$ cat src/hdl/fic_pkg.sv
package fic_pkg;
	// Register offsets on the special-function bus
	localparam logic [7:0] FIC_ADDR_PRIO_HIGH = 8'hB7;
	localparam logic [7:0] FIC_ADDR_PRIO_LOW = 8'hB8;
	localparam logic [7:0] FIC_ADDR_EXT_CTRL = 8'hC0;
	localparam logic [7:0] FIC_ADDR_IRQ_ENABLE = 8'hE8;
	// Own registers for loose bits
	localparam logic [7:0] FIC_ADDR_AUX_CTRL = 8'hF1;
	localparam logic [7:0] FIC_ADDR_STATUS = 8'hF2;
	// Reset values
	localparam logic [7:0] FIC_RESET_BYTE = 8'h00;
	// Writable masks (reserved bits read zero)
	localparam logic [7:0] FIC_MASK_IRQ_ENABLE = 8'hDF;
	localparam logic [7:0] FIC_MASK_PRIO_HIGH = 8'hDF;
	localparam logic [7:0] FIC_MASK_PRIO_LOW = 8'h5F;
	localparam logic [7:0] FIC_MASK_AUX_CTRL = 8'h03;
	// Enable register fields
	localparam int FIC_BIT_GLOBAL = 7;
	localparam int FIC_BIT_COMP = 6;
	// External control fields
	localparam int FIC_BIT_X3_PRIO = 7;
	localparam int FIC_BIT_X3_EN = 6;
	localparam int FIC_BIT_X3_FLAG = 5;
	localparam int FIC_BIT_X3_TYPE = 4;
	localparam int FIC_BIT_X2_PRIO = 3;
	localparam int FIC_BIT_X2_EN = 2;
	localparam int FIC_BIT_X2_FLAG = 1;
	localparam int FIC_BIT_X2_TYPE = 0;
	// Source indices in polling order
	localparam int FIC_NUM_SRC = 7;
	localparam int FIC_SRC_X0 = 0;
	localparam int FIC_SRC_T0 = 1;
	localparam int FIC_SRC_X1 = 2;
	localparam int FIC_SRC_T1 = 3;
	localparam int FIC_SRC_UART = 4;
	localparam int FIC_SRC_X2 = 5;
	localparam int FIC_SRC_X3 = 6;
	// Vector addresses by source
	localparam logic [7:0] FIC_VEC_BASE = 8'h03;
	localparam logic [7:0] FIC_VEC_STEP = 8'h08;
	localparam logic [7:0] FIC_VEC_GAP = 8'h08;
	// Machine cycle length in clocks; sample state is its last clock
	localparam int FIC_MCYCLE_CLKS = 12;
	localparam logic [1:0] FIC_LEVEL_NONE = 2'h3;
	typedef enum logic [2:0] {
		FIC_ST_IDLE = 3'b001,
		FIC_ST_POLL = 3'b010,
		FIC_ST_CALL = 3'b100
	} fic_state_t;
endpackage

$ cat src/hdl/fic_arb_if.sv
`timescale 1ns/1ps
`default_nettype none
// Carries request, level and choice between controller and arbiter
interface fic_arb_if;
	import fic_pkg::*;
	logic [FIC_NUM_SRC-1:0] req;
	logic [2*FIC_NUM_SRC-1:0] level;
	logic found;
	logic [2:0] src;
	logic [1:0] win_level;
	modport ctrl(output req, output level, input found, input src, input win_level);
	modport arb(input req, input level, output found, output src, output win_level);
endinterface
`default_nettype wire

$ cat src/hdl/fic_arbiter.sv
`timescale 1ns/1ps
`default_nettype none
// Picks best level, then lowest index within it
module fic_arbiter
	import fic_pkg::*;
(
	fic_arb_if.arb bus
);
	always_comb begin
		logic [1:0] lv;
		lv = FIC_LEVEL_NONE;
		bus.found = 1'b0;
		bus.src = 3'h0;
		bus.win_level = FIC_LEVEL_NONE;
		// Level 0 is best; strict less keeps the earlier index on ties
		for (int i = 0; i < FIC_NUM_SRC; i++) begin
			lv = bus.level[2*i +: 2];
			if (bus.req[i] && (!bus.found || lv < bus.win_level)) begin
				bus.found = 1'b1;
				bus.src = 3'(i);
				bus.win_level = lv;
			end
		end
	end
endmodule
`default_nettype wire

$ cat src/hdl/fic_controller.sv
// Strobed register access is this design's own decision.
`timescale 1ns/1ps
`default_nettype none
// What this block does
// Each source has its own enable; global enable off suppresses all.
// Comparator enable routes shared vector to comparator; line-two flag never interrupts.
// Line-three priority-low bit serves the PWM timer when its enable set.
// Line-three enable is masked while PWM underflow enable is set.
// Line-two enable is masked while comparator enable is set.
// Line two/three flags set on edge, cleared at service, CPU writable.
// Type 0 level, type 1 edge; high polarity inverts sense.
// High/low priority bits: 11 level 1 down to 00 level 4.
// Lower priority never preempts a running higher-priority routine.
// Higher level serviced first when levels differ in one poll.
// Equal levels follow fixed polling order; fixed vectors, 2BH unused.
// External flag cleared on vectoring only when edge-triggered.
// Timer overflow flags raise interrupts and clear on vectoring.
// Serial request is OR of receive and transmit done, never cleared.
// Comparator enabled: comparator flag feeds vector, line-two flag untouched.
// Comparator disabled: line-two flag cleared on vectoring if its enable set.
// PWM enabled: underflow flag feeds vector, line-three flag untouched.
// PWM disabled: line-three flag cleared on vectoring if its enable set.
// Software flag writes act like hardware updates.
// Flags sampled once per machine cycle and polled one cycle later.
// Call blocked by running same/higher level, not last cycle, or RETI/enable write.
// Blocked requests are not remembered; each poll is fresh.
// Reserved enable and priority bits ignore writes and read zero.
module fic_controller
	import fic_pkg::*;
#(
	parameter int MCYCLE_CLKS = FIC_MCYCLE_CLKS
) (
	input wire logic clk_sys,
	input wire logic resetn,
	// Register port
	input wire logic [7:0] reg_addr,
	input wire logic [7:0] reg_wdata,
	input wire logic reg_wr,
	input wire logic reg_rd,
	output logic [7:0] reg_rdata,
	// External lines and polarity options
	input wire logic ext_line_two,
	input wire logic ext_line_three,
	input wire logic ext_two_high_polarity,
	input wire logic ext_three_high_polarity,
	// Request flags from the other sources
	input wire logic ext_zero_req,
	input wire logic ext_one_req,
	input wire logic timer_zero_overflow_flag,
	input wire logic timer_one_overflow_flag,
	input wire logic uart_rx_done_flag,
	input wire logic uart_tx_done_flag,
	input wire logic comparator_event_flag,
	input wire logic pwm_underflow_flag,
	input wire logic pwm_underflow_irq_enable,
	input wire logic ext_zero_edge_mode,
	input wire logic ext_one_edge_mode,
	// CPU core handshake
	input wire logic cpu_last_cycle,
	input wire logic cpu_reti,
	input wire logic cpu_ack,
	output logic irq_call,
	output logic [7:0] irq_vector,
	output logic ext_zero_clear,
	output logic ext_one_clear,
	output logic timer_zero_clear,
	output logic timer_one_clear
);
	// The counter is eight bits wide and needs a gap between samples
	if (MCYCLE_CLKS < 2 || MCYCLE_CLKS > 255) begin : g_bad_mcycle
		$error("MCYCLE_CLKS out of range");
	end

	// Index to vector; 2BH slot is skipped
	// The unused slot keeps the shared vectors where software expects them
	function automatic logic [7:0] vec_of(input logic [2:0] s);
		logic [7:0] v;
		v = FIC_VEC_BASE + 8'(s) * FIC_VEC_STEP;
		if (s >= 3'(FIC_SRC_X2)) v = v + FIC_VEC_GAP;
		return v;
	endfunction

	// Pair of priority bits to level, 0 best
	// Inverting makes the smaller number win in the arbiter
	function automatic logic [1:0] level_of(input logic hi, input logic lo);
		return ~{hi, lo};
	endfunction

	// Software-visible registers
	logic [7:0] enable_reg;
	logic [7:0] prio_high_reg;
	logic [7:0] prio_low_reg;
	logic [7:0] aux_reg;
	// Line-two/three state beside the external control bits
	logic x2_flag_reg;
	logic x3_flag_reg;
	logic x2_prio_reg, x3_prio_reg;
	logic x2_en_reg, x3_en_reg;
	logic x2_type_reg, x3_type_reg;
	logic x2_line_reg;
	logic x3_line_reg;
	// Machine-cycle timing and the sampled requests
	logic [7:0] mcyc_reg;
	logic [FIC_NUM_SRC-1:0] sample_reg;
	// One bit per level in service, bit 0 the best
	logic [3:0] active_reg;
	logic block_next_reg;
	// Call in flight
	fic_state_t state_reg;
	logic [2:0] call_src_reg;
	logic [1:0] call_level_reg;

	// Arbiter sees only requests that survived the in-service filter
	fic_arb_if arb_bus();
	fic_arbiter u_arb (
		.bus(arb_bus)
	);

	// Write decodes, one per register
	logic wr_en, wr_pl, wr_ph, wr_xc, wr_aux, sample_tick;
	assign wr_en = reg_wr && reg_addr == FIC_ADDR_IRQ_ENABLE;
	assign wr_pl = reg_wr && reg_addr == FIC_ADDR_PRIO_LOW;
	assign wr_ph = reg_wr && reg_addr == FIC_ADDR_PRIO_HIGH;
	assign wr_xc = reg_wr && reg_addr == FIC_ADDR_EXT_CTRL;
	assign wr_aux = reg_wr && reg_addr == FIC_ADDR_AUX_CTRL;
	assign sample_tick = mcyc_reg == 8'(MCYCLE_CLKS - 1);

	// Shared-slot owners; the timer keeps its own enable, so it comes in as a pin
	logic comp_on, pwm_on;
	assign comp_on = enable_reg[FIC_BIT_COMP];
	assign pwm_on = pwm_underflow_irq_enable;

	// Polarity-corrected line levels: active high internally
	// Edge history resets to the idle level, so a line held active through reset looks like an edge
	logic x2_act, x3_act, x2_edge, x3_edge;
	assign x2_act = ext_line_two ^ ~ext_two_high_polarity;
	assign x3_act = ext_line_three ^ ~ext_three_high_polarity;
	assign x2_edge = x2_act && !x2_line_reg;
	assign x3_edge = x3_act && !x3_line_reg;

	// Vectoring moment and which flags it clears
	// Clearing at acknowledge, not at the poll, keeps a pending call's flag
	logic vec_now;
	assign vec_now = state_reg == FIC_ST_CALL && cpu_ack;
	logic clr_x2, clr_x3;
	assign clr_x2 = vec_now && call_src_reg == 3'(FIC_SRC_X2) && !comp_on && x2_en_reg && x2_type_reg;
	assign clr_x3 = vec_now && call_src_reg == 3'(FIC_SRC_X3) && !pwm_on && x3_en_reg && x3_type_reg;

	// Software-visible registers; reserved bits forced to zero
	// Masking on write keeps reserved bits out of arbitration
	always_ff @(posedge clk_sys) begin
		if (!resetn) begin
			enable_reg <= FIC_RESET_BYTE;
			prio_high_reg <= FIC_RESET_BYTE;
			prio_low_reg <= FIC_RESET_BYTE;
			aux_reg <= FIC_RESET_BYTE;
		end else begin
			if (wr_en) enable_reg <= reg_wdata & FIC_MASK_IRQ_ENABLE;
			if (wr_ph) prio_high_reg <= reg_wdata & FIC_MASK_PRIO_HIGH;
			if (wr_pl) prio_low_reg <= reg_wdata & FIC_MASK_PRIO_LOW;
			if (wr_aux) aux_reg <= reg_wdata & FIC_MASK_AUX_CTRL;
		end
	end

	// External control fields other than the flags
	// Flag bits are written in the flag process so a pin edge can win
	always_ff @(posedge clk_sys) begin
		if (!resetn) begin
			{x3_prio_reg, x3_en_reg, x3_type_reg} <= 3'h0;
			{x2_prio_reg, x2_en_reg, x2_type_reg} <= 3'h0;
		end else if (wr_xc) begin
			x3_prio_reg <= reg_wdata[FIC_BIT_X3_PRIO];
			x3_en_reg <= reg_wdata[FIC_BIT_X3_EN];
			x3_type_reg <= reg_wdata[FIC_BIT_X3_TYPE];
			x2_prio_reg <= reg_wdata[FIC_BIT_X2_PRIO];
			x2_en_reg <= reg_wdata[FIC_BIT_X2_EN];
			x2_type_reg <= reg_wdata[FIC_BIT_X2_TYPE];
		end
	end

	// Line-two/three flags: edge or level set wins over any clear
	// Level-type flags follow the line one clock late; writes cannot hold them
	always_ff @(posedge clk_sys) begin
		if (!resetn) begin
			x2_flag_reg <= 1'b0;
			x3_flag_reg <= 1'b0;
			x2_line_reg <= 1'b0;
			x3_line_reg <= 1'b0;
		end else begin
			x2_line_reg <= x2_act;
			x3_line_reg <= x3_act;
			if (x2_type_reg ? x2_edge : x2_act) x2_flag_reg <= 1'b1;
			else if (!x2_type_reg) x2_flag_reg <= 1'b0; // Level mode follows the line
			else if (clr_x2) x2_flag_reg <= 1'b0;
			else if (wr_xc) x2_flag_reg <= reg_wdata[FIC_BIT_X2_FLAG];
			if (x3_type_reg ? x3_edge : x3_act) x3_flag_reg <= 1'b1;
			else if (!x3_type_reg) x3_flag_reg <= 1'b0;
			else if (clr_x3) x3_flag_reg <= 1'b0;
			else if (wr_xc) x3_flag_reg <= reg_wdata[FIC_BIT_X3_FLAG];
		end
	end

	// Effective requests per source
	// Shared slots: the owner's enable replaces the line's enable
	logic [FIC_NUM_SRC-1:0] raw_req;
	always_comb begin
		raw_req = '0;
		raw_req[FIC_SRC_X0] = ext_zero_req && enable_reg[FIC_SRC_X0];
		raw_req[FIC_SRC_T0] = timer_zero_overflow_flag && enable_reg[FIC_SRC_T0];
		raw_req[FIC_SRC_X1] = ext_one_req && enable_reg[FIC_SRC_X1];
		raw_req[FIC_SRC_T1] = timer_one_overflow_flag && enable_reg[FIC_SRC_T1];
		raw_req[FIC_SRC_UART] = (uart_rx_done_flag || uart_tx_done_flag) && enable_reg[FIC_SRC_UART];
		raw_req[FIC_SRC_X2] = comp_on ? comparator_event_flag : (x2_flag_reg && x2_en_reg);
		raw_req[FIC_SRC_X3] = pwm_on ? pwm_underflow_flag : (x3_flag_reg && x3_en_reg);
		if (!enable_reg[FIC_BIT_GLOBAL]) raw_req = '0;
	end

	// Priority levels; shared slots take the low bit from the external control
	// Slot five's low bit moves to the low-priority register with the comparator
	always_comb begin
		arb_bus.level = '0;
		for (int i = 0; i < FIC_SRC_X2; i++) begin
			arb_bus.level[2*i +: 2] = level_of(prio_high_reg[i], prio_low_reg[i]);
		end
		arb_bus.level[2*FIC_SRC_X2 +: 2] = level_of(prio_high_reg[FIC_SRC_X2+1],
			comp_on ? prio_low_reg[FIC_SRC_X2+1] : x2_prio_reg);
		arb_bus.level[2*FIC_SRC_X3 +: 2] = level_of(prio_high_reg[FIC_SRC_X3+1], x3_prio_reg);
	end

	// Only levels strictly better than every running routine may win
	// Lowest set bit of the in-service mask is the best level running
	logic [1:0] best_active;
	always_comb begin
		best_active = FIC_LEVEL_NONE;
		for (int l = 3; l >= 0; l--) begin
			if (active_reg[l]) best_active = 2'(l);
		end
	end
	// Any routine in service; requests at or below its level are masked
	logic any_active;
	assign any_active = |active_reg;
	always_comb begin
		arb_bus.req = sample_reg;
		for (int i = 0; i < FIC_NUM_SRC; i++) begin
			if (any_active && arb_bus.level[2*i +: 2] >= best_active) arb_bus.req[i] = 1'b0;
		end
	end

	// Machine-cycle counter and the flag sample taken at its end
	// Limitation: a flag that pulses between two samples is never seen
	always_ff @(posedge clk_sys) begin
		if (!resetn) begin
			mcyc_reg <= 8'h00;
			sample_reg <= '0;
		end else begin
			mcyc_reg <= sample_tick ? 8'h00 : mcyc_reg + 8'h01;
			if (sample_tick) sample_reg <= raw_req; // Fresh every cycle, nothing kept
		end
	end

	// RETI or an enable/priority write blocks the next poll
	// Set beats the sample clear, so a write on the sample edge still blocks
	always_ff @(posedge clk_sys) begin
		if (!resetn) block_next_reg <= 1'b0;
		else if (cpu_reti || wr_en || wr_ph || wr_pl || wr_xc) block_next_reg <= 1'b1;
		else if (sample_tick) block_next_reg <= 1'b0;
	end

	// Poll and call sequencer
	// One call outstanding; polls pause in the call state until acknowledge
	always_ff @(posedge clk_sys) begin
		if (!resetn) begin
			state_reg <= FIC_ST_IDLE;
			call_src_reg <= 3'h0;
			call_level_reg <= FIC_LEVEL_NONE;
		end else begin
			case (state_reg)
				FIC_ST_IDLE: begin
					if (sample_tick) state_reg <= FIC_ST_POLL; // Poll one cycle after sampling
				end
				FIC_ST_POLL: begin
					if (sample_tick) begin
						if (arb_bus.found && cpu_last_cycle && !block_next_reg) begin
							state_reg <= FIC_ST_CALL;
							call_src_reg <= arb_bus.src;
							call_level_reg <= arb_bus.win_level;
						end
					end
				end
				FIC_ST_CALL: begin
					if (cpu_ack) state_reg <= FIC_ST_POLL;
				end
				default: state_reg <= FIC_ST_IDLE;
			endcase
		end
	end

	// In-service levels; RETI retires the best one when no vectoring falls in the same clock
	// Nesting only ever adds a better level, so the best is the newest
	always_ff @(posedge clk_sys) begin
		if (!resetn) active_reg <= 4'h0;
		else if (vec_now) active_reg[call_level_reg] <= 1'b1;
		else if (cpu_reti && any_active) active_reg[best_active] <= 1'b0;
	end

	// Call outputs and flag-clear pulses to the outside sources
	// Outside sources own their flags and drop them on the pulse
	always_ff @(posedge clk_sys) begin
		if (!resetn) begin
			irq_call <= 1'b0;
			irq_vector <= FIC_RESET_BYTE;
			ext_zero_clear <= 1'b0;
			ext_one_clear <= 1'b0;
			timer_zero_clear <= 1'b0;
			timer_one_clear <= 1'b0;
		end else begin
			irq_call <= state_reg == FIC_ST_POLL && sample_tick && arb_bus.found && cpu_last_cycle && !block_next_reg;
			if (state_reg == FIC_ST_POLL && sample_tick) irq_vector <= vec_of(arb_bus.src);
			if (vec_now) irq_call <= 1'b0;
			else if (state_reg == FIC_ST_CALL) irq_call <= 1'b1;
			ext_zero_clear <= vec_now && call_src_reg == 3'(FIC_SRC_X0) && ext_zero_edge_mode;
			ext_one_clear <= vec_now && call_src_reg == 3'(FIC_SRC_X1) && ext_one_edge_mode;
			timer_zero_clear <= vec_now && call_src_reg == 3'(FIC_SRC_T0);
			timer_one_clear <= vec_now && call_src_reg == 3'(FIC_SRC_T1);
		end
	end

	// Read mux, data valid one cycle after the strobe
	// Reads have no side effects; unmapped places read zero
	always_ff @(posedge clk_sys) begin
		if (!resetn) reg_rdata <= FIC_RESET_BYTE;
		else if (reg_rd) begin
			case (reg_addr)
				FIC_ADDR_IRQ_ENABLE: reg_rdata <= enable_reg;
				FIC_ADDR_PRIO_HIGH: reg_rdata <= prio_high_reg;
				FIC_ADDR_PRIO_LOW: reg_rdata <= prio_low_reg;
				FIC_ADDR_EXT_CTRL: reg_rdata <= {x3_prio_reg, x3_en_reg, x3_flag_reg, x3_type_reg,
					x2_prio_reg, x2_en_reg, x2_flag_reg, x2_type_reg};
				FIC_ADDR_AUX_CTRL: reg_rdata <= aux_reg;
				FIC_ADDR_STATUS: reg_rdata <= {1'b0, sample_reg};
				default: reg_rdata <= FIC_RESET_BYTE;
			endcase
		end else reg_rdata <= FIC_RESET_BYTE;
	end
endmodule
`default_nettype wire

$ cat config.mk
export PLATFORM = sky130hd
export DESIGN_NAME = fic_controller
export DESIGN_NICKNAME = d
export VERILOG_FILES = /design/src/hdl/fic_pkg.sv /design/src/hdl/fic_arb_if.sv /design/src/hdl/fic_arbiter.sv /design/src/hdl/fic_controller.sv
export SDC_FILE = /design/constraint.sdc
export NUM_CORES = 1
export LEC_CHECK = 0
export ABC_AREA = 1
export BUFFER_PORTS_ARGS = -buffer_cell sky130_fd_sc_hd__buf_2
export CAP_MARGIN = 40
export CORE_MARGIN = 1
export CORE_UTILIZATION = 62
export DETAILED_ROUTE_END_ITERATION = 6
export PLACE_DENSITY = 0.85
export SLEW_MARGIN = 20
export SYNTH_ARGS = -nofsm -noshare
export SYNTH_HDL_FRONTEND = slang
export SYNTH_SLANG_ARGS = --single-unit
$ cat constraint.sdc
create_clock -name clk_sys -period 10.1 [get_ports clk_sys]
set_clock_uncertainty 0.1 [all_clocks]
set_input_delay 1.01 -clock clk_sys [delete_from_list [all_inputs] [get_ports clk_sys]]
set_output_delay 1.01 -clock clk_sys [all_outputs]
set_load 0.01 [all_outputs]
==> qor.csv, run 1 <==
metric;value;unit
run_status;finished clean;
synth_top_family_by_area;simple AND/OR/NAND/NOR gates;
reg2regPathDepth;39;
critPathLaunchType;register;
dieWidth;83.1;microns
ctsRootBufferMaster;clkbuf_8;
coreArea;0.00635;sq mm
multiInputGateArea;0.00209;sq mm
crit_top_cell;nand2_2;
fin_cells;719;
clk_latency;0.36;ns
numCtsBuffers;9;
die_area;0.00691;sq mm
r2r-end;call_src_reg[0];
final.min_clock_period;5.51;ns
arrival;5.62;ns
hold_class;register to register;
finalSetupTns;0;ns
synth_cells;581;
leakage;0.00190;uW
wl_per_cell;15.1;microns
die_h;83.1;microns
clock_path_buffers;2;
worstPathRequired;10.22;ns
maxSlewViolCount;0;
cts_tree;done;
grt_pass1_wl;17900;microns
clk_pin_slew;0.09;ns
yosys_warnings;0;
rsz0062_at_grt;false;
num_io_pins;59;
ir_drop;0.000106;V
worst_r2r_startpoint;active_reg[1];
viasPerCell;5.78;
drv_cap;0;
crit_fanout;8;
timing.fmax;0.182;GHz
portBuffers;56;
synth_seq_area_share;38.3;%
initial_core_util;64.2;%
grt-ovfl-total;0;
fin_crit_sh;54.5;%
place_inst;704;
grt_use_total;32.4;%
netlist_area;0.00408;sq mm
ys_ff_latch;78;
min_to;irq_vector[6];
synth_compound_gate_area_share;18.9;%
gp_congestion;0.977;
syn_to_final_growth;13.4;%
powerDensity;132;mW/mm^2
rrSetupSlack;4.59;ns
critPathSlowestCell;nor2_1;
drt-total-wl;10900;microns
cp-end-kind;register;
place_hpwl;7980;microns
max_slew_margin;47.4;%
antenna_found_initial;0;
setup_viol;0;
drive_gt1_share;15.7;%
dr.pass1.iters;5;
fillCellCount;493;
synth_mux_area_share;0;%
initialDrtViolationCount;376;
grt_pass1_vias;3855;
rows;29;
cpPeakStageDelay;0.44;ns
nNetsFinal;694;
cts.hold.buffers_added;0;
ctsResizeCount;0;
htree_levels;3;
syn_avg_cell_area;7.02;sq um
drc_errors;0;
postCtsSetupBuffers;0;
hold_slack;0.348;ns
hold_violations;0;
min_path_cells;2;
n_antenna_cell;0;
synth_adder_area_share;5.52;%
synth.distinct_cells;38;
num_vias;4155;
synth_xor_area_share;0.429;%
yosys.area_share.simple;26.2;%
grt_start_max_net_pins;36;
seq_area;0.00156;sq mm
clock_sinks;78;
path_class;register to register;
worst_pin_slew;0.789;ns
ant_nets;0;
hold_start;irq_vector[6];
==> how the worst max path moves through the flow <==
stage,start,slack [ns],cells past startpoint,end
floorplan,active_reg[1],5.43,39,call_src_reg[0]
global placement,active_reg[1],5.02,39,call_src_reg[0]
detailed placement,active_reg[1],4.70,39,call_src_reg[0]
CTS,active_reg[1],4.65,39,call_src_reg[0]
global route,active_reg[1],4.06,38,call_level_reg[1]
finish,active_reg[1],4.59,39,call_src_reg[0]
==> layout make-up <==
class                      count  area share (%)
inverter                      98            7.95
tap                           77            2.08
sequential                    78            33.8
clock buffer                   9            2.68
timing repair buffer          59            6.49
clock inverter                 6            1.87
multi-input combinational    392            45.2
==> cells by family after synthesis <==
group                    Yosys count
AO/OA/AOI/OAI                    138
XOR/XNOR                           2
adder cells (fa/ha/maj)           18
buffers and inverters            112
flip-flops                        78
other                              1
AND/OR/NAND/NOR                  232
==> metrics by stage <==
stage / utilization [%] / setup slack (ns) / total power (uW) / area, sq um
global route: 72.8 / 4.06 / 631 / 4630
finish: 72.8 / 4.59 / 612 / 4630
CTS: 72.8 / 4.65 / 612 / 4630
global placement: 69.5 / 5.02 / 359 / 4410
detailed placement: 69.5 / 4.70 / 360 / 4420
floorplan: - / 5.43 / 345 / 4080
==> critical path: cells and delay by family (launching register included) <==
| kind | cells | cell delay, ns |
|---|---|---|
| simple gates | 29 | 2.61 |
| compound gates | 5 | 0.94 |
| buf+inv | 1 | 0.08 |
| flops | 1 | 0.42 |
| fa+ha+maj | 4 | 1.19 |
==> power breakdown <==
group,internal (uW),total (uW),switching [uW]
registers,313,317,4.15
clock network,138,258,120
logic,14.2,37.1,22.9
total,465,612,147
==> routing by layer <==
layer	track usage [%]	vias to the layer above	share of wire (%)
li1	-	2031	-
met1	42.5	1879	42
met2	53.2	220	46
met3	6.86	25	9.7
met4	10.3	0	2.3
met5	0	-	0
==> synthesized netlist by cell type (all sizes together) <==
cell type  number  area, sq um
nor3b           2         15.0
or2             4         25.0
buf             5         30.0
a41oi           1         8.76
a31oi           6         37.5
nor2           42          165
a221oi          4         35.0
nor4            4         25.0
o221ai          1         8.76
a22oi           1         7.51
nand4           7         43.8
a21oi          60          304
inv            98          368
o211ai          3         22.5
o21ai          42          210
o21a            2         15.0
conb            1         3.75
o31ai           1         7.51
xor2            2         17.5
ha             18          225
dfxtp          78         1560
nand3          37          208
nor3           11         55.1
a211oi          3         22.5
o22ai          13         81.3
clkbuf          9         33.8
a31o            1         8.76
nand3b          1         7.51
nand2         124          526
==> cell usage in the layout (no fill, tap or decap), types with 2 or more instances in the layout <==
| cell | n |
|---|---|
| a21oi_1 | 59 |
| dfxtp_1 | 78 |
| nand3_2 | 2 |
| a211oi_1 | 3 |
| nor4_1 | 4 |
| o21ai_0 | 41 |
| o211ai_1 | 3 |
| nand2_2 | 12 |
| o21a_1 | 2 |
| nand3_1 | 34 |
| nand4_1 | 7 |
| clkbuf_8 | 9 |
| nor3_1 | 11 |
| inv_1 | 97 |
| nand2_4 | 4 |
| o22ai_1 | 13 |
| xor2_1 | 2 |
| conb_1 | 2 |
| nand2_1 | 108 |
| clkinv_2 | 2 |
| a31oi_1 | 6 |
| buf_2 | 57 |
| ha_1 | 18 |
| or2_2 | 4 |
| buf_4 | 2 |
| nor2_1 | 41 |
| bufinv_16 | 2 |
| nor3b_1 | 2 |
| a221oi_1 | 4 |
Power figures use the tool's default switching activity.
==> run 2, diff against run 1 <==
--- a/config.mk
+++ b/config.mk
@@ -5,13 +5,13 @@
 export SDC_FILE = /design/constraint.sdc
 export NUM_CORES = 1
 export LEC_CHECK = 0
-export ABC_AREA = 1
+export ABC_AREA = 0
 export BUFFER_PORTS_ARGS = -buffer_cell sky130_fd_sc_hd__buf_2
 export CAP_MARGIN = 40
 export CORE_MARGIN = 1
-export CORE_UTILIZATION = 62
+export CORE_UTILIZATION = 58
 export DETAILED_ROUTE_END_ITERATION = 6
-export PLACE_DENSITY = 0.85
+export PLACE_DENSITY = 0.79
 export SLEW_MARGIN = 20
 export SYNTH_ARGS = -nofsm -noshare
 export SYNTH_HDL_FRONTEND = slang
==> constraint.sdc (replaced) <==
create_clock -name clk_sys -period 5.4 [get_ports clk_sys]
set_clock_uncertainty 0.1 [all_clocks]
set_input_delay 0.54 -clock clk_sys [delete_from_list [all_inputs] [get_ports clk_sys]]
set_output_delay 0.54 -clock clk_sys [all_outputs]
set_load 0.01 [all_outputs]
==> run 2 against run 1 <==
The flow now finishes with violations (design-rule violations); critical path depth is 14 lower; sequential cell count stayed put; synthesized cell count is 10% lower; die area is 13% higher; setup slack worse by 4.4 ns; combinational power is 37% higher; first-iteration DRC count is 14% lower.
==> qor.csv, run 2 <==
metric;value;unit;change
p_sw_share;22.7;%;-1.3 points
hold_class;primary input to register;;
arrival;5.35;ns;-0.27 ns
grt_pass1_wl;17900;microns;about the same
place_hpwl;8420;microns;+5.4%
die_area;0.00782;sq mm;+13%
drive_gt1_share;20.1;%;+4.4 points
clock_sinks;78;;unchanged
drv_cap;0;;unchanged
ir_drop;0.000239;V;+130%
dr.pass1.iters;7;;+2
synth_most_common_cell;nand2_1;;
worst_pin_slew;0.810;ns;+0.0212 ns
initialDrtViolationCount;322;;-14%
switchingPower;254;uW;+73%
pwr-share-comb;4.5;%;-1.6 points
max_slew_margin;45.9;%;-1.5 points
gp_congestion;0.905;;-7.4%
final_common_cell;nand2_1;;
fillCellCount;582;;+18%
synth.distinct_cells;70;;+84%
worstPathRequired;5.53;ns;-4.69 ns
syn_avg_cell_area;8.31;sq um;+18%
critPathLaunchType;register;;
die_h;88.4;microns;+6.4%
portBuffers;56;;unchanged
numCtsBuffers;9;;unchanged
pwr-share-clk;43.3;%;+1.2 points
cp-end-kind;register;;
coreArea;0.00725;sq mm;+14%
maxSlewViolCount;0;;unchanged
clock_path_buffers;2;;unchanged
timing.fmax;0.192;GHz;+5.6%
leakage;0.00184;uW;-3.3%
setup_viol;0;;unchanged
ys_ff_latch;78;;unchanged
syn_to_final_growth;15.9;%;
wl_per_cell;16.7;microns;+10%
p_seq_share;52.2;%;+0.4 points
post-synth-top-area-cell;dfxtp_1;;
worst_slack;0.183;ns;-4.41 ns
crit_fanout;7;;-1
drt-total-wl;11400;microns;+4.9%
final.min_clock_period;5.22;ns;-0.292 ns
ctsRootBufferMaster;clkbuf_8;;
grt_use_total;30.2;%;-2.2 points
htree_levels;3;;unchanged
fin_crit_sh;96.6;%;+42 points
cts.hold.buffers_added;0;;unchanged
yosys_warnings;0;;unchanged
hold_slack;0.303;ns;-0.0455 ns
n_antenna_cell;0;;unchanged
async_reset_ff_share;0;%;unchanged
netlist_area;0.00433;sq mm;+6.2%
rows;31;;+6.9%
antenna_found_initial;0;;unchanged
yosysTopAreaCellShare;36.1;%;-2.2 points
run_status;complete, but fails checks;;
synth.top_cells.by_area;dfxtp_1 36%, nand2_1 7.2%, a21boi_0 6.2%, ha_1 5.2%, a21oi_1 3.6%;;
grt_pass1_vias;3774;;-2.1%
final_area;0.00502;sq mm;+8.5%
powerDensity;223;mW/mm^2;+69%
hold_violations;0;;unchanged
grt-ovfl-total;0;;unchanged
finalSetupTns;0;ns;unchanged
ant_nets;0;;unchanged
p_int;864;uW;+86%
clk_pin_slew;0.08;ns;about the same
synth-edff-count;0;;unchanged
num_io_pins;59;;unchanged
violations;design-rule violations;;
nNetsFinal;637;;-8.2%
synth_cells;521;;-10%
layout_common_cells;83 x nand2_1, 77 x dfxtp_1, 57 x buf_2;;
synth_flop_cell;dfxtp_1;;
initial_core_util;59.7;%;-4.5 points
synth_commonest_cells;83 x nand2_1, 78 x dfxtp_1, 36 x a21boi_0;;
fin_util;69.2;%;-3.7 points
grt_start_max_net_pins;49;;+36%
path_class;register to register;;
post_dp_cell_area;0.00473;sq mm;+7.2%
synth_seq_area_share;36.1;%;-2.2 points
dieWidth;88.4;microns;+6.4%
viasPerCell;6.11;;+5.8%
place_ws;-0.0560;ns;-4.75 ns
drc_errors;4;;+4
clk_latency;0.36;ns;about the same
num_vias;4188;;+0.79%
cts_tree;done;;
==> run 2: cell count changes in the layout (fill, tap and decap cells not counted), sizes merged, moves of 7 or more <==
cell	before	now
nor2	42	29
a21oi	60	32
o21ai	42	20
a22oi	1	9
a222oi	0	7
nor4b	0	7
o22ai	13	3
o21a	2	9
nand2	124	83
a21boi	0	38
buf	59	71
and2	0	7
nand2b	0	10
inv	99	19
==> run 2: repair_timing <==
action,CTS,global route
pin swaps,1,1
gates resized for setup,2,8
cloned,0,0
setup buffers,0,3
setup endpoints to repair,7,8
==> run 2: cells by family after synthesis <==
family	Yosys count	synth area share (%)
AND/OR/NAND/NOR	212	24.5
AO/OA/AOI/OAI	159	27.5
flip-flops	78	36.1
buffers and inverters	40	3.90
adder cells (fa/ha/maj)	19	5.43
XOR/XNOR	9	1.82
multiplexers	3	0.722
other	1	0.0866
==> run 2: layout make-up <==
cell class              instances  area, sq um  area share (%)
clock buffers                   9          124            2.47
clock inverters                 7         95.1            1.89
multi-input cells             404         2650            52.7
flip-flops and latches         78         1560            31.1
inverters                      17         63.8            1.27
repair buffers                 71          403            8.03
well taps                      99          124            2.47
==> run 2: worst paths after layout <==
path,start,endpoint,slack (ns),cells after the start
max,active_reg[0],call_level_reg[1],0.18,25
min,ext_one_edge_mode,ext_one_clear,0.30,3
max reg2reg,active_reg[0],call_level_reg[1],0.18,25
min reg2reg,irq_vector[6],irq_vector[6],0.33,2
==> run 2: per-stage QoR <==
step                power, uW  instances
floorplan                 622        522
global placement          644        662
detailed placement        647        666
CTS                      1120        682
global route             1150        685
finish                   1120        685
==> run 2: power by group through the flow <==
| stage | clock, uW | combinational, uW | sequential [uW] |
|---|---|---|---|
| after floorplan | 0 | 25.6 | 596 |
| after global placement | 0 | 47.4 | 597 |
| after detailed placement | 0 | 50.0 | 597 |
| after CTS | 490 | 50.2 | 584 |
| after global routing | 512 | 54.9 | 585 |
| final | 484 | 50.7 | 584 |
==> run 2: worst max-delay path: stages (launching register included) <==
cell and delay (ns):
dfxtp_2 0.36, or2_2 0.35, ha_1 0.35, a211oi_2 0.10, a211o_1 0.31, a21oi_2 0.18
inv_1 0.07, a21oi_1 0.18, inv_1 0.07, ha_1 0.32, nor2_1 0.06, a41oi_2 0.19
o31a_1 0.19, o22ai_1 0.09, ha_1 0.32, o21ai_2 0.10, o21a_1 0.24, o31ai_4 0.09
o221a_2 0.25, nor2_1 0.04, ha_1 0.26, or2_2 0.28, a21oi_2 0.16, o21bai_4 0.19
a21o_1 0.17, o211ai_2 0.08
==> run 2: layer usage <==
layer / vias to the layer above / wire (microns) / global-route usage [%]
met5: - / 0 / 0
met4: 0 / 401 / 16.7
li1: 2019 / - / -
met1: 1948 / 4720 / 38.1
met2: 187 / 5430 / 49.3
met3: 34 / 861 / 4.94
==> run 3, diff against run 2 <==
--- a/config.mk
+++ b/config.mk
@@ -12,6 +12,7 @@
 export CORE_UTILIZATION = 58
 export DETAILED_ROUTE_END_ITERATION = 6
 export PLACE_DENSITY = 0.79
+export SKIP_CTS_REPAIR_TIMING = 1
 export SLEW_MARGIN = 20
 export SYNTH_ARGS = -nofsm -noshare
 export SYNTH_HDL_FRONTEND = slang
==> constraint.sdc (replaced) <==
create_clock -name clk_sys -period 5.4 [get_ports clk_sys]
set_clock_uncertainty 0.1 [all_clocks]
set_input_delay 0.27 -clock clk_sys [delete_from_list [all_inputs] [get_ports clk_sys]]
set_output_delay 0.27 -clock clk_sys [all_outputs]
set_load 0.01 [all_outputs]
==> run 3 against run 2 <==
The flow still finishes with violations (design-rule violations); first-iteration DRC count is 0.62% higher; register-to-register slack better by 0.02 ns; fmax is 0.46% higher; design area is 0.27% higher; critical path depth is 2 higher; die area stayed put; clock-buffer cell count stayed put; final cell count stayed put; non-clock buffer count stayed put; sequential share of layout area is 0.11 points lower; worst hold slack worse by 0.28 ns; critical endpoint unchanged; largest cell class unchanged.
==> qor.csv, run 3 (synthesis results as in run 2) <==
metric;value;unit;change
switchingPower;259;uW;+1.8%
grt_use_total;30.2;%;about the same
worstPathRequired;5.54;ns;about the same
die_area;0.00782;sq mm;unchanged
grt_pass1_wl;17900;microns;about the same
ant_nets;0;;unchanged
final_common_cell;nand2_1;;
critPathSlowestCell;dfxtp_1;;
final.min_clock_period;5.19;ns;-0.0240 ns
startpoint;active_reg[1];;
layout_common_cells;83 x nand2_1, 78 x dfxtp_1, 57 x buf_2;;
grt_start_max_net_pins;49;;unchanged
ir_drop;0.000240;V;+0.44%
syn_to_final_growth;16.2;%;
leakage;0.00184;uW;about the same
crit_top_cell;ha_1;;
min_path_cells;3;;unchanged
clk_pin_slew;0.08;ns;about the same
pwr-share-comb;4.5;%;about the same
wl_per_cell;16.8;microns;+0.68%
fin_cells;685;;unchanged
post_dp_cell_area;0.00473;sq mm;unchanged
antenna_found_initial;0;;unchanged
critPathLaunchType;register;;
drv_cap;0;;unchanged
cts_tree;done;;
hold_violations;0;;unchanged
viasPerCell;6.17;;+0.98%
num_vias;4229;;+0.98%
numCtsBuffers;9;;unchanged
arrival;5.33;ns;-0.02 ns
powerDensity;223;mW/mm^2;+0.15%
portBuffers;56;;unchanged
clk_latency;0.37;ns;about the same
nNetsFinal;637;;unchanged
cp-end-kind;register;;
fin_crit_sh;96.2;%;-0.44 points
coreArea;0.00725;sq mm;unchanged
fillCellCount;579;;-0.52%
num_io_pins;59;;unchanged
pwr-share-clk;43.5;%;+0.2 points
htree_levels;3;;unchanged
timing.fmax;0.193;GHz;+0.46%
worst_pin_slew;0.805;ns;-0.00444 ns
clock_path_buffers;2;;unchanged
rows;31;;unchanged
p_seq_share;52.0;%;-0.2 points
p_int;864;uW;about the same
drc_errors;4;;unchanged
place_hpwl;8420;microns;unchanged
finalSetupTns;0;ns;unchanged
crit_fanout;7;;unchanged
clock_sinks;78;;unchanged
initialDrtViolationCount;324;;+0.62%
initial_core_util;59.7;%;unchanged
worst_r2r_startpoint;active_reg[1];;
dr.pass1.iters;7;;unchanged
drive_gt1_share;20.1;%;unchanged
reg2regPathDepth;27;;+8.0%
setup_viol;0;;unchanged
dieWidth;88.4;microns;unchanged
grt_pass1_vias;3780;;+0.16%
grt-ovfl-total;0;;unchanged
die_h;88.4;microns;unchanged
drt-total-wl;11500;microns;+0.68%
path_class;register to register;;
hold_class;primary input to register;;
place_inst;666;;unchanged
violations;design-rule violations;;
cpPeakStageDelay;0.42;ns;+0.06 ns
gp_congestion;0.905;;unchanged
max_slew_margin;46.2;%;+0.30 points
ctsRootBufferMaster;clkbuf_8;;
final_area;0.00503;sq mm;+0.27%
run_status;complete, but fails checks;;
p_sw_share;23.0;%;+0.32 points
maxSlewViolCount;0;;unchanged
n_antenna_cell;0;;unchanged
hold_start;ext_one_edge_mode;;
## run 3: critical path, delay by kind of cell (launching register included)
kind | cells | cell delay [ns]
AND/OR/NAND/NOR | 4 | 0.55
AO/OA/AOI/OAI | 16 | 2.75
flip-flops | 1 | 0.42
buffers and inverters | 3 | 0.22
adder cells (fa/ha/maj) | 4 | 1.03
## run 3: cell type report
type | count | area (sq um) | area share [%]
tap | 99 | 124 | 2.46
timing repair buffer | 71 | 403 | 8.01
multi-input combinational | 404 | 2660 | 52.9
clock buffer | 9 | 124 | 2.46
sequential | 78 | 1560 | 31.0
clock inverter | 7 | 95.1 | 1.89
inverter | 17 | 63.8 | 1.27
## run 3: worst paths after layout
path	to	slack (ns)
worst max-delay path	call_level_reg[1]	0.21
worst min-delay path	ext_one_clear	0.03
worst max register to register	call_level_reg[1]	0.21
worst min register to register	irq_vector[6]	0.33
## run 3: routing by layer
metal | track usage, % | routed length, microns
met5 | 0 | 0
met4 | 16.7 | 415
met3 | 4.94 | 801
met2 | 49.4 | 5520
met1 | 38.1 | 4750
## run 3: per-stage QoR
stage	hold slack [ns]	setup WS (ns)	power (uW)	util, %
finish	0.0273	0.207	1120	69.4
detailed placement	0.316	-0.0560	647	65.3
floorplan	0.297	0.225	622	-
global route	0.0566	-0.0193	1150	69.4
CTS	0.0184	-0.117	1120	68.3
global placement	0.312	0.173	644	64.7
## run 3: power groups by stage
stage	sequential (uW)	combinational, uW	clock [uW]
floorplan	596	25.6	0
global placement	597	47.4	0
detailed placement	597	50.0	0
CTS	584	50.2	490
global route	585	54.9	512
finish	584	50.9	488
